## src/hdl/rfm_pkg.sv

```systemverilog
`default_nettype none
package rfm_pkg;

	// ========================================
	// register offsets (byte addresses)
	localparam logic [7:0] OFF_CTRL   = 8'h00;
	localparam logic [7:0] OFF_BAUD   = 8'h04;
	localparam logic [7:0] OFF_FLOW   = 8'h08;
	localparam logic [7:0] OFF_STATUS = 8'h0C;
	localparam logic [7:0] OFF_CMD    = 8'h10;

	// ========================================
	// field positions
	localparam int CTRL_CTS_LSB   = 0;
	localparam int CTRL_RTS_LSB   = 2;
	localparam int CTRL_SLEEP_EN  = 4;
	localparam int CTRL_RXIND_EN  = 5;
	localparam int CTRL_CMD_MODE  = 6;
	localparam int FLOW_ON_LSB    = 8;
	localparam int ST_FRAME_ERR   = 5;
	localparam int ST_OVERFLOW    = 7;
	localparam int ST_LEVEL_LSB   = 8;

	// ========================================
	// modes of the two flow-control pins
	localparam logic [1:0] CTS_FLOW   = 2'h0;
	localparam logic [1:0] CTS_RS485_2W = 2'h1;
	localparam logic [1:0] CTS_RS485_4W = 2'h2;
	localparam logic [1:0] RTS_UNUSED = 2'h0;
	localparam logic [1:0] RTS_FLOW   = 2'h1;
	localparam logic [1:0] RTS_CMD    = 2'h2;

	// ========================================
	// reset values and constants
	localparam logic [7:0] FC_OFF_RST = 8'h11;
	localparam logic [7:0] FC_ON_RST  = 8'h22;
	localparam logic [7:0] PLUS_CHAR  = 8'h2B;
	localparam logic [1:0] PLUS_LAST  = 2'h2;
	localparam logic [4:0] PIN_RST    = 5'h1D;
	localparam int         IB_DEPTH   = 64;
	localparam int         DO_DEPTH   = 8;

	// ========================================
	// timing
	localparam int CLK_HZ    = 100_000_000;
	localparam int BAUD_RATE = 9600;
	localparam int BAUD_DIV  = CLK_HZ / BAUD_RATE;

	typedef struct packed {
		logic       rx_ind_en;
		logic       sleep_en;
		logic [1:0] rts_mode;
		logic [1:0] cts_mode;
	} rfm_ctrl_t;

	typedef enum logic [1:0] {RX_IDLE, RX_START, RX_DATA, RX_STOP} rfm_rx_state_t;
	typedef enum logic {TX_IDLE, TX_BITS} rfm_tx_state_t;

endpackage
`default_nettype wire

```

## src/hdl/rfm_pin_if.sv

```systemverilog
`default_nettype none

// ========================================
// fifo
module rfm_fifo #(
	parameter int WIDTH = 8,
	parameter int DEPTH = 8
) (
	input  wire logic                       clk_i,
	input  wire logic                       reset_i,
	input  wire logic                       ce_i,
	input  wire logic                       clr_i,
	input  wire logic                       in_valid_i,
	input  wire logic [WIDTH-1:0]           in_data_i,
	output logic                            in_ready_o,
	output logic                            out_valid_o,
	output logic [WIDTH-1:0]                out_data_o,
	input  wire logic                       out_ready_i,
	output logic [$clog2(DEPTH+1)-1:0]      level_o
);
	localparam int AW = (DEPTH > 1) ? $clog2(DEPTH) : 1;
	localparam int LW = $clog2(DEPTH+1);

	logic [WIDTH-1:0] mem [DEPTH];
	logic [AW-1:0]    wr_ptr;
	logic [AW-1:0]    rd_ptr;
	logic [LW-1:0]    next_level;
	logic             push;
	logic             pop;

	assign push        = in_valid_i & in_ready_o;
	assign pop         = out_ready_i & out_valid_o;
	assign out_valid_o = (level_o != '0);
	assign out_data_o  = mem[rd_ptr];

	always_comb
	begin
		next_level = level_o;
		if (push && !pop)
			next_level = level_o + LW'(1);
		else if (pop && !push)
			next_level = level_o - LW'(1);
	end

	always_ff @(posedge clk_i or posedge reset_i)
	begin
		if (reset_i)
		begin
			level_o    <= '0;
			in_ready_o <= 1'b1;
		end
		else if (ce_i)
		begin
			level_o    <= clr_i ? '0 : next_level;
			in_ready_o <= clr_i ? 1'b1 : (next_level != LW'(DEPTH));
		end
	end

	// pointers wrap by compare so any depth works, not only powers of two
	always_ff @(posedge clk_i or posedge reset_i)
	begin
		if (reset_i)
		begin
			wr_ptr <= '0;
			rd_ptr <= '0;
		end
		else if (ce_i)
		begin
			if (clr_i)
			begin
				wr_ptr <= '0;
				rd_ptr <= '0;
			end
			else
			begin
				if (push)
					wr_ptr <= (wr_ptr == AW'(DEPTH-1)) ? '0 : wr_ptr + AW'(1);
				if (pop)
					rd_ptr <= (rd_ptr == AW'(DEPTH-1)) ? '0 : rd_ptr + AW'(1);
			end
		end
	end

	always_ff @(posedge clk_i)
	begin
		if (ce_i && push)
			mem[wr_ptr] <= in_data_i;
	end
endmodule

// ========================================
// pin interface top
module rfm_pin_if #(
	parameter int BAUD_DIV = rfm_pkg::BAUD_DIV,
	parameter int IB_DEPTH = rfm_pkg::IB_DEPTH,
	parameter int DO_DEPTH = rfm_pkg::DO_DEPTH
) (
	input  wire logic        clk_i,
	input  wire logic        reset_i,
	input  wire logic        ce_i,
	input  wire logic        psel_i,
	input  wire logic        penable_i,
	input  wire logic        pwrite_i,
	input  wire logic [7:0]  paddr_i,
	input  wire logic [31:0] pwdata_i,
	output logic [31:0]      prdata_o,
	output logic             pready_o,
	output logic             pslverr_o,
	input  wire logic        serial_in_pin_i,
	output logic             serial_out_pin_o,
	output logic             aux_output_two_o,
	input  wire logic        aux_input_two_i,
	input  wire logic        aux_input_three_i,
	input  wire logic        reset_pin_n_i,
	input  wire logic        config_n_i,
	output logic             receive_indicator_o,
	output logic             transmit_power_status_o,
	output logic             sleep_o,
	output logic             cmd_mode_o,
	output logic [7:0]       rf_tx_data_o,
	output logic             rf_tx_valid_o,
	input  wire logic        rf_tx_ready_i,
	input  wire logic        rf_tx_busy_i,
	input  wire logic [7:0]  rf_rx_data_i,
	input  wire logic        rf_rx_valid_i,
	output logic             rf_rx_ready_o,
	input  wire logic        rf_rx_active_i
);
	localparam int DLW = $clog2(IB_DEPTH+1);

	function automatic logic hit(input logic [7:0] a, input logic [7:0] off);
		hit = (a[7:2] == off[7:2]);
	endfunction

	// ========================================
	// pin synchronisers
	logic [4:0] pin_meta;
	logic [4:0] pin_sync;
	logic       rx_s;
	logic       aux2_s;
	logic       aux3_s;
	logic       config_n_s;
	logic       clr;

	always_ff @(posedge clk_i or posedge reset_i)
	begin
		if (reset_i)
		begin
			pin_meta <= rfm_pkg::PIN_RST;
			pin_sync <= rfm_pkg::PIN_RST;
		end
		else if (ce_i)
		begin
			pin_meta <= {reset_pin_n_i, config_n_i, aux_input_three_i, aux_input_two_i,
				serial_in_pin_i};
			pin_sync <= pin_meta;
		end
	end

	assign rx_s       = pin_sync[0];
	assign aux2_s     = pin_sync[1];
	assign aux3_s     = pin_sync[2];
	assign config_n_s = pin_sync[3];
	assign clr        = ~pin_sync[4];

	// ========================================
	// registers
	rfm_pkg::rfm_ctrl_t ctrl;
	logic [15:0]        baud;
	logic [7:0]         fc_off;
	logic [7:0]         fc_on;
	logic               frame_err;
	logic               overflow;
	logic [7:0]         cmd_byte;
	logic               cmd_valid;
	logic               acc;
	logic               wr_ctrl;
	logic               wr_status;
	logic               rd_cmd;

	// one wait state so read data comes from a flop
	assign acc       = psel_i & penable_i & pready_o;
	assign wr_ctrl   = acc & pwrite_i & hit(paddr_i, rfm_pkg::OFF_CTRL);
	assign wr_status = acc & pwrite_i & hit(paddr_i, rfm_pkg::OFF_STATUS);
	assign rd_cmd    = acc & ~pwrite_i & hit(paddr_i, rfm_pkg::OFF_CMD);

	logic             rx_done;
	logic             rx_ferr;
	logic [7:0]       rx_byte;
	logic             cmd_sel;
	logic             plus_hit;
	logic [DLW-1:0]   ib_level;
	logic             ib_ready;
	logic             cts_hold;
	logic             tx_busy;

	always_ff @(posedge clk_i or posedge reset_i)
	begin
		if (reset_i)
		begin
			pready_o  <= 1'b0;
			pslverr_o <= 1'b0;
			prdata_o  <= 32'h0000_0000;
		end
		else if (ce_i)
		begin
			pready_o  <= psel_i & penable_i & ~pready_o;
			pslverr_o <= 1'b0;
			prdata_o  <= 32'h0000_0000;
			if (psel_i && penable_i && !pready_o)
			begin
				if (hit(paddr_i, rfm_pkg::OFF_CTRL))
					prdata_o <= 32'({cmd_mode_o, ctrl});
				else if (hit(paddr_i, rfm_pkg::OFF_BAUD))
					prdata_o <= 32'(baud);
				else if (hit(paddr_i, rfm_pkg::OFF_FLOW))
					prdata_o <= 32'({fc_on, fc_off});
				else if (hit(paddr_i, rfm_pkg::OFF_STATUS))
					prdata_o <= 32'({8'(ib_level), overflow, cmd_valid, frame_err,
						rf_tx_valid_o | rf_tx_busy_i, rf_rx_active_i, cts_hold,
						sleep_o, cmd_mode_o});
				else if (hit(paddr_i, rfm_pkg::OFF_CMD))
					prdata_o <= 32'(cmd_byte);
				else
					pslverr_o <= 1'b1;
			end
		end
	end

	always_ff @(posedge clk_i or posedge reset_i)
	begin
		if (reset_i)
		begin
			ctrl   <= '0;
			baud   <= 16'(BAUD_DIV);
			fc_off <= rfm_pkg::FC_OFF_RST;
			fc_on  <= rfm_pkg::FC_ON_RST;
		end
		else if (ce_i)
		begin
			if (clr)
			begin
				ctrl   <= '0;
				baud   <= 16'(BAUD_DIV);
				fc_off <= rfm_pkg::FC_OFF_RST;
				fc_on  <= rfm_pkg::FC_ON_RST;
			end
			else if (acc && pwrite_i)
			begin
				if (hit(paddr_i, rfm_pkg::OFF_CTRL))
					ctrl <= pwdata_i[5:0];
				if (hit(paddr_i, rfm_pkg::OFF_BAUD))
					baud <= pwdata_i[15:0];
				if (hit(paddr_i, rfm_pkg::OFF_FLOW))
				begin
					fc_off <= pwdata_i[7:0];
					fc_on  <= pwdata_i[rfm_pkg::FLOW_ON_LSB +: 8];
				end
			end
		end
	end

	// sticky flags: hardware set beats a same-cycle software clear
	always_ff @(posedge clk_i or posedge reset_i)
	begin
		if (reset_i)
		begin
			frame_err <= 1'b0;
			overflow  <= 1'b0;
			cmd_valid <= 1'b0;
			cmd_byte  <= 8'h00;
		end
		else if (ce_i)
		begin
			if (clr)
			begin
				frame_err <= 1'b0;
				overflow  <= 1'b0;
				cmd_valid <= 1'b0;
				cmd_byte  <= 8'h00;
			end
			else
			begin
				if (rx_ferr)
					frame_err <= 1'b1;
				else if (wr_status && pwdata_i[rfm_pkg::ST_FRAME_ERR])
					frame_err <= 1'b0;
				if (rx_done && !cmd_sel && !ib_ready)
					overflow <= 1'b1;
				else if (wr_status && pwdata_i[rfm_pkg::ST_OVERFLOW])
					overflow <= 1'b0;
				if (rx_done && cmd_sel)
				begin
					cmd_byte  <= rx_byte;
					cmd_valid <= 1'b1;
				end
				else if (rd_cmd)
					cmd_valid <= 1'b0;
			end
		end
	end

	// ========================================
	// command mode: strap, escape sequence, software
	logic [1:0] strap_wait;
	logic [1:0] plus_cnt;

	assign plus_hit = rx_done & ~cmd_mode_o & (rx_byte == rfm_pkg::PLUS_CHAR)
		& (plus_cnt == rfm_pkg::PLUS_LAST);
	assign cmd_sel  = cmd_mode_o | ((ctrl.rts_mode == rfm_pkg::RTS_CMD) & ~aux2_s);

	always_ff @(posedge clk_i or posedge reset_i)
	begin
		if (reset_i)
		begin
			strap_wait <= 2'h0;
			plus_cnt   <= 2'h0;
			cmd_mode_o <= 1'b0;
		end
		else if (ce_i)
		begin
			if (clr)
			begin
				strap_wait <= 2'h0;
				plus_cnt   <= 2'h0;
				cmd_mode_o <= 1'b0;
			end
			else
			begin
				// wait for the synchroniser to carry the real strap level
				if (strap_wait != 2'h3)
					strap_wait <= strap_wait + 2'h1;
				if (rx_done && !cmd_mode_o)
					plus_cnt <= (rx_byte == rfm_pkg::PLUS_CHAR && !plus_hit) ?
						plus_cnt + 2'h1 : 2'h0;
				if (strap_wait == 2'h2)
					cmd_mode_o <= ~config_n_s;
				else if (plus_hit)
					cmd_mode_o <= 1'b1;
				else if (wr_ctrl)
					cmd_mode_o <= pwdata_i[rfm_pkg::CTRL_CMD_MODE];
			end
		end
	end

	// ========================================
	// uart receiver
	rfm_pkg::rfm_rx_state_t rx_state;
	logic [15:0]            rx_cnt;
	logic [2:0]             rx_bit;

	always_ff @(posedge clk_i or posedge reset_i)
	begin
		if (reset_i)
		begin
			rx_state <= rfm_pkg::RX_IDLE;
			rx_cnt   <= 16'h0000;
			rx_bit   <= 3'h0;
			rx_byte  <= 8'h00;
			rx_done  <= 1'b0;
			rx_ferr  <= 1'b0;
		end
		else if (ce_i)
		begin
			rx_done <= 1'b0;
			rx_ferr <= 1'b0;
			if (clr)
				rx_state <= rfm_pkg::RX_IDLE;
			else if (rx_state != rfm_pkg::RX_IDLE && rx_cnt != 16'h0000)
				rx_cnt <= rx_cnt - 16'h0001;
			else
			begin
				case (rx_state)
					rfm_pkg::RX_IDLE:
						if (!rx_s)
						begin
							rx_state <= rfm_pkg::RX_START;
							rx_cnt   <= baud >> 1;
						end
					rfm_pkg::RX_START:
					begin
						rx_state <= rx_s ? rfm_pkg::RX_IDLE : rfm_pkg::RX_DATA;
						rx_cnt   <= baud - 16'h0001;
						rx_bit   <= 3'h0;
					end
					rfm_pkg::RX_DATA:
					begin
						rx_byte <= {rx_s, rx_byte[7:1]};
						rx_bit  <= rx_bit + 3'h1;
						rx_cnt  <= baud - 16'h0001;
						if (rx_bit == 3'h7)
							rx_state <= rfm_pkg::RX_STOP;
					end
					rfm_pkg::RX_STOP:
					begin
						rx_done  <= rx_s;
						rx_ferr  <= ~rx_s;
						rx_state <= rfm_pkg::RX_IDLE;
					end
					default:
						rx_state <= rfm_pkg::RX_IDLE;
				endcase
			end
		end
	end

	// ========================================
	// input buffer and drain toward the radio
	logic       ib_valid;
	logic [7:0] ib_data;
	logic       ib_pop;

	assign ib_pop = ib_valid & (~rf_tx_valid_o | rf_tx_ready_i) & ~rf_rx_active_i;

	rfm_fifo #(.WIDTH(8), .DEPTH(IB_DEPTH)) u_ib_fifo (
		.clk_i       (clk_i),
		.reset_i     (reset_i),
		.ce_i        (ce_i),
		.clr_i       (clr),
		.in_valid_i  (rx_done & ~cmd_sel),
		.in_data_i   (rx_byte),
		.in_ready_o  (ib_ready),
		.out_valid_o (ib_valid),
		.out_data_o  (ib_data),
		.out_ready_i (ib_pop),
		.level_o     (ib_level)
	);

	always_ff @(posedge clk_i or posedge reset_i)
	begin
		if (reset_i)
		begin
			rf_tx_valid_o <= 1'b0;
			rf_tx_data_o  <= 8'h00;
		end
		else if (ce_i)
		begin
			if (clr)
				rf_tx_valid_o <= 1'b0;
			else if (ib_pop)
			begin
				rf_tx_valid_o <= 1'b1;
				rf_tx_data_o  <= ib_data;
			end
			else if (rf_tx_ready_i)
				rf_tx_valid_o <= 1'b0;
		end
	end

	// ========================================
	// output buffer and uart transmitter
	rfm_pkg::rfm_tx_state_t tx_state;
	logic [9:0]             tx_frame;
	logic [3:0]             tx_left;
	logic [15:0]            tx_cnt;
	logic                   do_valid;
	logic [7:0]             do_data;
	logic                   tx_pop;

	assign tx_busy = (tx_state != rfm_pkg::TX_IDLE);
	assign tx_pop  = do_valid & ~tx_busy & ~clr & ((ctrl.rts_mode != rfm_pkg::RTS_FLOW) | ~aux2_s);

	rfm_fifo #(.WIDTH(8), .DEPTH(DO_DEPTH)) u_do_fifo (
		.clk_i       (clk_i),
		.reset_i     (reset_i),
		.ce_i        (ce_i),
		.clr_i       (clr),
		.in_valid_i  (rf_rx_valid_i),
		.in_data_i   (rf_rx_data_i),
		.in_ready_o  (rf_rx_ready_o),
		.out_valid_o (do_valid),
		.out_data_o  (do_data),
		.out_ready_i (tx_pop),
		.level_o     ()
	);

	always_ff @(posedge clk_i or posedge reset_i)
	begin
		if (reset_i)
		begin
			tx_state         <= rfm_pkg::TX_IDLE;
			tx_frame         <= 10'h3FF;
			tx_left          <= 4'h0;
			tx_cnt           <= 16'h0000;
			serial_out_pin_o <= 1'b1;
		end
		else if (ce_i)
		begin
			case (tx_state)
				rfm_pkg::TX_IDLE:
				begin
					serial_out_pin_o <= 1'b1;
					if (tx_pop)
					begin
						tx_frame         <= {1'b1, do_data, 1'b0};
						tx_left          <= 4'h9;
						tx_cnt           <= baud - 16'h0001;
						serial_out_pin_o <= 1'b0;
						tx_state         <= rfm_pkg::TX_BITS;
					end
				end
				rfm_pkg::TX_BITS:
					if (clr)
						tx_state <= rfm_pkg::TX_IDLE;
					else if (tx_cnt != 16'h0000)
						tx_cnt <= tx_cnt - 16'h0001;
					else if (tx_left == 4'h0)
						tx_state <= rfm_pkg::TX_IDLE;
					else
					begin
						serial_out_pin_o <= tx_frame[1];
						tx_frame         <= {1'b1, tx_frame[9:1]};
						tx_left          <= tx_left - 4'h1;
						tx_cnt           <= baud - 16'h0001;
					end
				default:
					tx_state <= rfm_pkg::TX_IDLE;
			endcase
		end
	end

	// ========================================
	// flow control pin and status pins
	logic [DLW:0] ib_free;

	assign ib_free = (DLW+1)'(IB_DEPTH) - (DLW+1)'(ib_level);

	always_ff @(posedge clk_i or posedge reset_i)
	begin
		if (reset_i)
		begin
			cts_hold                <= 1'b0;
			aux_output_two_o        <= 1'b0;
			sleep_o                 <= 1'b0;
			receive_indicator_o     <= 1'b0;
			transmit_power_status_o <= 1'b0;
		end
		else if (ce_i)
		begin
			// hysteresis keeps the host from chattering near the threshold
			if (clr)
				cts_hold <= 1'b0;
			else if (ib_free <= (DLW+1)'(fc_off))
				cts_hold <= 1'b1;
			else if (ib_free >= (DLW+1)'(fc_on))
				cts_hold <= 1'b0;
			// driver enable lags the frame end by one cycle
			if (ctrl.cts_mode == rfm_pkg::CTS_FLOW)
				aux_output_two_o <= cts_hold;
			else
				aux_output_two_o <= tx_pop | tx_busy;
			sleep_o                 <= ctrl.sleep_en & aux3_s & ~clr;
			receive_indicator_o     <= ctrl.rx_ind_en & rf_rx_active_i & ~clr;
			transmit_power_status_o <= ~sleep_o & ~(rf_tx_valid_o | rf_tx_busy_i) & ~clr;
		end
	end
endmodule
`default_nettype wire

```

## config.mk

```make
export PLATFORM = sky130hd
export DESIGN_NAME = rfm_pin_if
export DESIGN_NICKNAME = d
export VERILOG_FILES = /design/src/hdl/rfm_pkg.sv /design/src/hdl/rfm_pin_if.sv
export SDC_FILE = /design/constraint.sdc
export NUM_CORES = 1
export LEC_CHECK = 0
export BUFFER_PORTS_ARGS = -buffer_cell sky130_fd_sc_hd__buf_2
export CORE_MARGIN = 2
export CORE_UTILIZATION = 60
export CTS_BUF_LIST = sky130_fd_sc_hd__clkbuf_4
export DETAILED_ROUTE_END_ITERATION = 7
export PLACE_DENSITY_LB_ADDON = 0.3
export SLEW_MARGIN = 20
export SYNTH_ARGS = -nofsm -noshare
export SYNTH_HDL_FRONTEND = slang
export SYNTH_SLANG_ARGS = --single-unit
```

## constraint.sdc

```tcl
create_clock -name clk_i -period 7.5 [get_ports clk_i]
set_clock_uncertainty 0.1 [all_clocks]
set_input_delay 1.5 -clock clk_i [delete_from_list [all_inputs] [get_ports clk_i]]
set_output_delay 1.5 -clock clk_i [all_outputs]
set_load 0.005 [all_outputs]
```

After elaboration in Yosys (flattened, before gate mapping)

Memories as Yosys holds them, arrays and structs flattened. A register that Yosys moved wholly into a read port is not among the register bits.
Cells that the tools add are included.

Flip-flop bits (word level): 198
Memory bits (writable): 576
Input bits: 63
Logic and storage cells: 334
Memories: 2

Memory list:

| name          | words | bits a word | read ports | clocked after Yosys merged registers in | wr ports | RTL line         | RTL |
|---|---|---|---|---|---|---|---|
| u_ib_fifo.mem | 64    | 8           | 1          | 1                                       | 1        | rfm_pin_if.sv:24 | `logic [WIDTH-1:0] mem [DEPTH];` |
| u_do_fifo.mem | 8     | 8           | 1          | 0                                       | 1        | rfm_pin_if.sv:24 |  |

Add/sub/neg operators: 16
Order comparisons: 2
Equal/unequal tests: 46
Mux-type cells: 116
Bitwise operators: 46
Reduce and logical (&&, ||, !) cells: 62

Operators with widths:

| kind                    | number |
|---|---|
| $mux W16                | 13 |
| $mux W8                 | 9 |
| $pmux W16 S2            | 2 |
| $mux W6                 | 9 |
| $sub A16 B1 Y16 const B | 3 |
| $mux W1                 | 46 |
| $mux W10                | 4 |
| $reduce_bool A16 Y1     | 2 |
| $and A1 B1 Y1           | 28 |
| $mux W4                 | 7 |
| $reduce_and A2 Y1       | 13 |
| $ne A2 B1 Y1 const B    | 12 |
| $reduce_and A4 Y1       | 6 |
| $mux W7                 | 3 |
| $mux W2                 | 10 |
| $pmux W10 S2            | 1 |
| $mux W3                 | 6 |
| $logic_and A1 B1 Y1     | 17 |
| $mux W15                | 1 |
| $not A1 Y1              | 13 |
| $add A6 B1 Y6 const B   | 2 |
| $eq A6 B2 Y1 const B    | 2 |
| $eq A6 B6 Y1 const B    | 2 |
| $ne A2 B2 Y1 const B    | 6 |
| 37 further kinds        | 71 |

Depth between registers and ports, before layout

Gate-level depths: netlist of the first run.

Word-level depth: 12
Gate-level depth with buffers: 13

Cells and area by module

Synthesis of the first run repeated with hierarchy kept, for this count alone.

Cell total of the unflattened synthesis: 2220
Area, all modules: 33234.4 um^2

Modules (own cells, without submodules):

| module                | instances | cells each | area each (um^2) | seq. area each (um^2) |
|---|---|---|---|---|
| rfm_fifo at u_ib_fifo | 1         | 1081       | 21150.3          | 15876.5 |
| rfm_pin_if            | 1         | 957        | 8899.8           | 3961.3 |
| rfm_fifo at u_do_fifo | 1         | 182        | 3184.3           | 2198.4 |

Worst setup path before layout of the first run

Ideal clock, no wire load.

Path kind: input -> register
Start point: input ce_i
End point: memory u_ib_fifo.mem[23][0] (enable)
Setup time: 0.370 ns
Data arrival time: 3.049 ns
Data required time: 7.030 ns
Path slack: 3.980 ns
Stages: 5
Buffers on the path: 2
Path through: clkbuf_1 -> nand2_1 -> or4b_2 -> clkbuf_1 -> nor2_1

Longest elaborated chain between the ends: 3

RTL lines:

| element                       | RTL line          | RTL |
|---|---|---|
| start: declaration            | rfm_pin_if.sv:100 | `input wire logic ce_i,` |
| $logic_and A1 B1 Y1           | rfm_pin_if.sv:86  | `if (ce_i && push)` |
| $mux W1                       | rfm_pin_if.sv:86  |  |
| $mux W1 (implied by the code) | rfm_pin_if.sv:87  | `mem[wr_ptr] <= in_data_i;` |
| end: declaration              | rfm_pin_if.sv:24  |  |

Every way passes these cells.

Final worst setup path of the first run

Start point: input ce_i
End point: memory u_ib_fifo.mem[51][2] (enable)

The elaborated chain is that of the path after synthesis.

==> qor.yml, run 1 <==
status: "finished, final reports clean"
cts.reportedPaths.clkPinSlew_ns: 0.06
ys_ff_latch: 764
clkLatencyLatePin_ns: 1.04
grt_max_degree: 126
firstDrtPassIters: 6
seq_area_frac_synth: 0.669
syn_inst: 2172
power.density_nw_per_um2: 292
grt_first_pass_wirelength_microns: 114000
synthTopCellsByArea: "edfxtp_1, dfrtp_1, mux4_2"
worst_slew_pin_slew_ns: 1.05
start_kind: "input pin"
synth.top_cell.area_share: 0.525
max_stage_delay_ns: 0.78
clock_sinks: 764
drt_iter0_markers: 2079
synth_edf_count: 576
synth-main-ff-cell: "edfxtp_1"
rows: 85
vias: 20000
setup_viol_count_final: 0
fmax_mhz: 266
ir_drop_mv: 0.345
vias_per_cell: 6.30
area_delta_synth_final_pct: 9.98
drive_above_1_share: 0.263
clk_path_buf_depth: 3
min_from: "tx_frame[5]$_DFFE_PP1P_"
cts_tree: "yes"
coreArea_sq_um: 54000
slew_viol_final: 0
leakage_nw: 12.8
post-dp-hpwl_microns: 45700
crit_top_cell: "nor2_1"
dp_cells: 2844
critical_path.cell_chain: "buf_2 -> clkinv_1 -> buf_4 -> nor2_1 -> nand4b_1 -> nor2_1"
critPathMaxFanout: 23
rsz0062_at_grt: "no"
fin_tns_setup_ns: 0
yosysTopAreaCell: "edfxtp_1"
drc: 0
cts_resized: 0
post-route-min-period_ns: 3.76
track_usage: 0.270
r2r_slack_ns: 3.75
ant_nets: 0
synth_cell_type_count: 84
finalCritPeriodShare: 0.501
postCtsSetupRepairBufs: 0
numPortBuffers: 78
utilization: 0.670
final-hold-violation-count: 0
path_class: "in -> reg"
syn_avg_cell_area_sq_um: 15.2
async_reset_ff_frac: 0.246
clock-root-buffer: "clkbuf_4"
gp_congestion: 0.904
die_x_microns: 238
dieHeight_microns: 238
relSlewSlack: 0.300
htree_levels: 4
syn-cell-area_sq_um: 32900
fin_cells: 3181
grt_overflow: 0
cap_violations: 0
fp.dieArea_sq_um: 56800
rr_endpoint: "rf_tx_data_o[7]$_DFFE_PP0P_"
cts-buffers-inserted: 183
timing.rr.start: "u_ib_fifo.rd_ptr[1]$_DFFE_PP0P_"
totalWireLength_microns: 74200
cp.arrival_ns: 4.27
routedWlPerCell_microns: 23.3
nNetsFinal: 2438
grt_pass1_vias: 19900
antenna_found_initial: 2
critPathCaptureType: "flop"
yosysWarningCount: 0
rr_worst_depth: 7
holdPathEnd: "tx_frame[5]$_DFFE_PP1P_"
ios: 113
hold_path_class: "reg -> reg"
slowest_stage: "nor2_1"
required_ns: 8.02
hold_buffers: 0
hold_depth: 2
initial_core_util: 0.609
[synth_stat cells, types with 26 or more instances]
cell / instances
mux2i_1: 32
a21oi_1: 92
dfstp_2: 28
edfxtp_1: 576
o2bb2ai_1: 26
nand2_1: 167
mux4_2: 164
buf_2: 26
inv_1: 49
nor3_1: 40
o21ai_0: 116
clkbuf_1: 84
ha_1: 42
dfrtp_1: 160
nor2_1: 190
nand3_1: 40
[how the worst max path moves through the flow]
stage | from | endpoint
finish | ce_i | u_ib_fifo.mem[51][2]$_DFFE_PP_
detailed placement | ce_i | u_ib_fifo.mem[51][7]$_DFFE_PP_
global placement | ce_i | u_ib_fifo.mem[48][7]$_DFFE_PP_
floorplan | reset_i | aux_output_two_o$_DFFE_PP0P_
CTS | u_ib_fifo.rd_ptr[1]$_DFFE_PP0P_ | rf_tx_data_o[2]$_DFFE_PP0P_
global route | pin_sync[4]$_DFFE_PP1P_ | tx_cnt[14]$_DFFE_PP0P_
[per-stage QoR]
| step | cell area (sq um) | hold slack, ns | power, W | setup slack, ns |
|---|---|---|---|---|
| after global placement | 33800 | 0.367 | 0.00718 | 2.93 |
| final | 36200 | 0.379 | 0.0106 | 3.74 |
| after CTS | 36200 | 0.382 | 0.0106 | 3.76 |
| after global routing | 36200 | 0.413 | 0.0111 | 3.54 |
| after detailed placement | 33800 | 0.371 | 0.00726 | 2.72 |
| after floorplan | 33000 | 0.354 | 0.00673 | 0.833 |
[layout by cell type (no fill, tap or decap), types with 40 or more instances in the layout]
cell type and count:
a21oi_1 92, buf_2 78, clkbuf_4 291, dfrtp_1 149, edfxtp_1 576, ha_1 42
inv_1 48, mux4_2 164, nand2_1 167, nand3_1 40, nor2_1 190, nor3_1 40
o21ai_0 116
[worst max-delay path, delay by kind of cell]
kind / cells / cell delay [ns]
AND/OR/NAND/NOR: 3 / 1.59
buffers and inverters: 3 / 1.17
[cell type report]
class                      instances  area (sq um)
antenna                            9          22.5
clock buffer                     291          2180
clock inverter                    37           181
fill                            3758         17800
inverter                          51           199
multi-input combinational       1229         10100
sequential                       764         22100
tap                              696           871
timing repair buffer             104           598
[registers in the layout, indices dropped and copies added, names as in the netlist, 4 cells and up]
signal             cells
u_ib_fifo.mem        512
pin_meta               5
tx_left                4
u_ib_fifo.rd_ptr       6
u_do_fifo.mem         64
pin_sync               5
fc_on                  8
rx_cnt                16
tx_frame               8
tx_cnt                16
u_ib_fifo.wr_ptr       6
rx_byte                8
fc_off                 8
u_ib_fifo.level_o      7
rf_tx_data_o           8
prdata_o              16
cmd_byte               8
ctrl                   6
u_do_fifo.level_o      4
baud                  16
[power breakdown]
part,leakage (nW),switching (W),internal [W]
clock network,1.42,0.00162,0.00178
logic,3.64,0.00112,0.000922
registers,7.71,0.000353,0.00479
[cells by family after synthesis]
family                   synth area share
other                            0.000114
AO/OA/AOI/OAI                      0.0758
XOR/XNOR                          0.00794
AND/OR/NAND/NOR                    0.0764
multiplexers                        0.128
flip-flops                          0.669
buffers and inverters              0.0261
adder cells (fa/ha/maj)            0.0160
[metal layers]
| metal | vias to the layer above | part of all wire | global-route usage | wire (microns) |
|---|---|---|---|---|
| met5 | - | 0 | 0 | 0 |
| li1 | 8847 | - | - | - |
| met2 | 1079 | 0.48 | 0.422 | 35700 |
| met1 | 9949 | 0.40 | 0.369 | 29800 |
| met3 | 150 | 0.088 | 0.0658 | 6540 |
| met4 | 0 | 0.030 | 0.111 | 2210 |
(Power assumes the default switching activity.)
==> run 2, diff against run 1 <==
--- a/config.mk
+++ b/config.mk
@@ -5,9 +5,10 @@
 export SDC_FILE = /design/constraint.sdc
 export NUM_CORES = 1
 export LEC_CHECK = 0
+export ABC_AREA = 1
 export BUFFER_PORTS_ARGS = -buffer_cell sky130_fd_sc_hd__buf_2
 export CORE_MARGIN = 2
-export CORE_UTILIZATION = 60
+export CORE_UTILIZATION = 58
 export CTS_BUF_LIST = sky130_fd_sc_hd__clkbuf_4
 export DETAILED_ROUTE_END_ITERATION = 7
 export PLACE_DENSITY_LB_ADDON = 0.3
==> constraint.sdc (replaced) <==
create_clock -name clk_i -period 3.2 [get_ports clk_i]
set_clock_uncertainty 0.1 [all_clocks]
set_input_delay 0.64 -clock clk_i [delete_from_list [all_inputs] [get_ports clk_i]]
set_output_delay 0.64 -clock clk_i [all_outputs]
set_load 0.005 [all_outputs]
==> run 2 against run 1 <==
Net effect:
- largest power group unchanged
- worst setup slack worse by 3.5 ns
- clock-buffer cell count decreased by 22
- routed wire length rose by 17%
==> qor.yml, run 2 <==
status: "finished, final reports clean"
drt_iter0_markers: 2972
placed_area_sq_um: 35600
cap_violations: 0
cp.arrival_ns: 3.46
max_stage_delay_ns: 0.69
grt_first_pass_wirelength_microns: 136000
hold_depth: 7
synthTopCellsByArea: "edfxtp_1, dfrtp_1, nand2_1"
grt_overflow: 0
critical_path.cell_chain: "nor2_2 -> nand3_2 -> nor2_2 -> buf_4 -> nand4_2 -> nor2_1"
rows: 89
critPathCaptureType: "flop"
multi_input_area_sq_um: 10600
holdPathEnd: "prdata_o[3]$_DFFE_PP0P_"
finalPower_w: 0.0238
cts-buffers-inserted: 189
die_x_microns: 247
clock_sinks: 764
dieHeight_microns: 247
leakage_nw: 16.1
syn-cell-area_sq_um: 34400
drc: 0
cts_resized: 0
fmax_mhz: 340
post-route-min-period_ns: 2.94
ir_drop_mv: 0.436
synth.top_cell.area_share: 0.504
vias: 26100
power.density_nw_per_um2: 616
min_from: "paddr_i[2]"
gp_congestion: 0.936
finalCritPeriodShare: 0.920
syn_avg_cell_area_sq_um: 10.2
cts_tree: "yes"
ios: 113
path_class: "reg -> reg"
antenna_found_initial: 1
nNetsFinal: 3712
finalInstanceArea_sq_um: 38600
r2r_slack_ns: 0.26
clkLatencyLatePin_ns: 1.06
synth_edf_count: 576
synth_cell_type_count: 62
syn_inst: 3355
clock-root-buffer: "clkbuf_4"
yosysTopAreaCell: "edfxtp_1"
top_register: "u_ib_fifo.mem"
post-dp-hpwl_microns: 54800
vias_per_cell: 5.76
fill_cells: 4541
reg_top3: "u_ib_fifo.mem: 512 flops, u_do_fifo.mem: 64 flops"
grt_max_degree: 180
final_common_cell: "nand2_1"
drive_above_1_share: 0.152
regArea_sq_um: 22100
coreArea_sq_um: 58800
largest_reg_flops: 512
grt_pass1_vias: 25500
area_delta_synth_final_pct: 12.3
start_kind: "flop"
routedWlPerCell_microns: 19.2
firstDrtPassIters: 5
final-hold-violation-count: 0
seq_area_frac_synth: 0.642
final_cell_mix: "nand2_1, edfxtp_1, nor2_1, nand3_1, o21ai_0"
initial_core_util: 0.584
clk_path_buf_depth: 3
rr_worst_depth: 6
setup_viol_count_final: 0
htree_levels: 4
postCtsSetupRepairBufs: 0
rsz0062_at_grt: "no"
pre_cts_ws_ns: 0.333
crit_top_cell: "nor2_2"
totalWireLength_microns: 87100
rr_endpoint: "u_ib_fifo.mem[11][6]$_DFFE_PP_"
cts.reportedPaths.clkPinSlew_ns: 0.07
synth-main-ff-cell: "edfxtp_1"
critPathMaxFanout: 14
ant_nets: 0
synth_commonest_cells: "nand2_1, edfxtp_1, nor2_1"
numPortBuffers: 78
fin_tns_setup_ns: 0
crit_family: "simple AND/OR/NAND/NOR gates"
slew_viol_final: 0
timing.rr.start: "cmd_mode_o$_DFFE_PP0P_"
ys_ff_latch: 764
relSlewSlack: 0.425
utilization: 0.656
yosysWarningCount: 0
fp.dieArea_sq_um: 61200
layout_setup_ws_ns: 0.257
hold_path_class: "in -> reg"
worst_slew_pin_slew_ns: 0.859
synth.most_common_cell: "nand2_1"
slowest_stage: "nor2_1"
track_usage: 0.289
worst-path-buf-inv: 1
required_ns: 3.72
async_reset_ff_frac: 0.246
run 2: cell count changes after synthesis, sizes merged, moves of 26 or more:
cell and change:
o22ai +62, o21ai +193, nand2 +682, buf +58, mux2i -31, nor2 +151, mux4 -164, a21boi +33
inv +157, o2bb2ai -26, nand3 +281
run 2: how the worst max path moves through the flow:
stage / start / end / slack (ns) / depth (start not counted)
after floorplan: reset_i / aux_output_two_o$_DFFE_PP0P_ / 0.06 / 1
after global placement: ce_i / u_ib_fifo.mem[59][4]$_DFFE_PP_ / 0.37 / 6
after detailed placement: ce_i / u_ib_fifo.mem[11][3]$_DFFE_PP_ / 0.33 / 6
after CTS: cmd_mode_o$_DFFE_PP0P_ / u_ib_fifo.mem[11][6]$_DFFE_PP_ / 0.28 / 6
after global routing: cmd_mode_o$_DFFE_PP0P_ / u_ib_fifo.mem[11][6]$_DFFE_PP_ / 0.1 / 6
final: cmd_mode_o$_DFFE_PP0P_ / u_ib_fifo.mem[11][6]$_DFFE_PP_ / 0.26 / 6
run 2: worst min-delay path, delay by kind of cell:
kind	cells	cell delay, ns
and+or+nand+nor	5	0.43
buffers and inverters	2	0.17
run 2: final cells by class:
type                    count  share of cell area
diodes                      5            0.000324
clock buffers             269              0.0523
clock inverters            77              0.0106
inverters                 212              0.0211
multi-input cells        2217               0.274
flip-flops and latches    764               0.571
well taps                 773              0.0251
repair buffers            223              0.0452
run 2: cell families (layout without fill, tap and decap cells):
group	after synthesis	after routing	synth area share
AND/OR/NAND/NOR	1560	1560	0.191
flip-flops	764	764	0.642
AO/OA/AOI/OAI	576	576	0.0934
buffers and inverters	389	781	0.0523
adder cells (fa/ha/maj)	42	42	0.0153
XOR/XNOR	22	22	0.00561
other	1	21	0.000109
multiplexers	1	1	0.000291
run 2: routing by layer:
metal,global-route usage,wire length (microns)
met2,0.464,41900
met3,0.0596,7180
met1,0.384,35000
met5,0,0
met4,0.125,3040
run 2: report_power, final:
part	internal, W	leakage, nW	total [W]	switching (W)
logic	0.00132	5.91	0.00416	0.00284
registers	0.0111	8.80	0.0115	0.000419
clock network	0.00414	1.43	0.00812	0.00398
total	0.0165	16.1	0.0238	0.00724
run 2: repair_timing:
item,CTS,global route
hold buffers,51,0
setup endpoints to repair,0,0
hold endpoints to repair,190,0
run 2: metrics by stage:
step / hold WS [ns] / std cells
3_5_place_dp: 0.360 / 4138
4_1_cts: 0.0185 / 4535
3_3_place_gp: 0.356 / 4138
5_1_grt: 0.0761 / 4537
2_1_floorplan: 0.342 / 3370
6_report: 0.109 / 4540
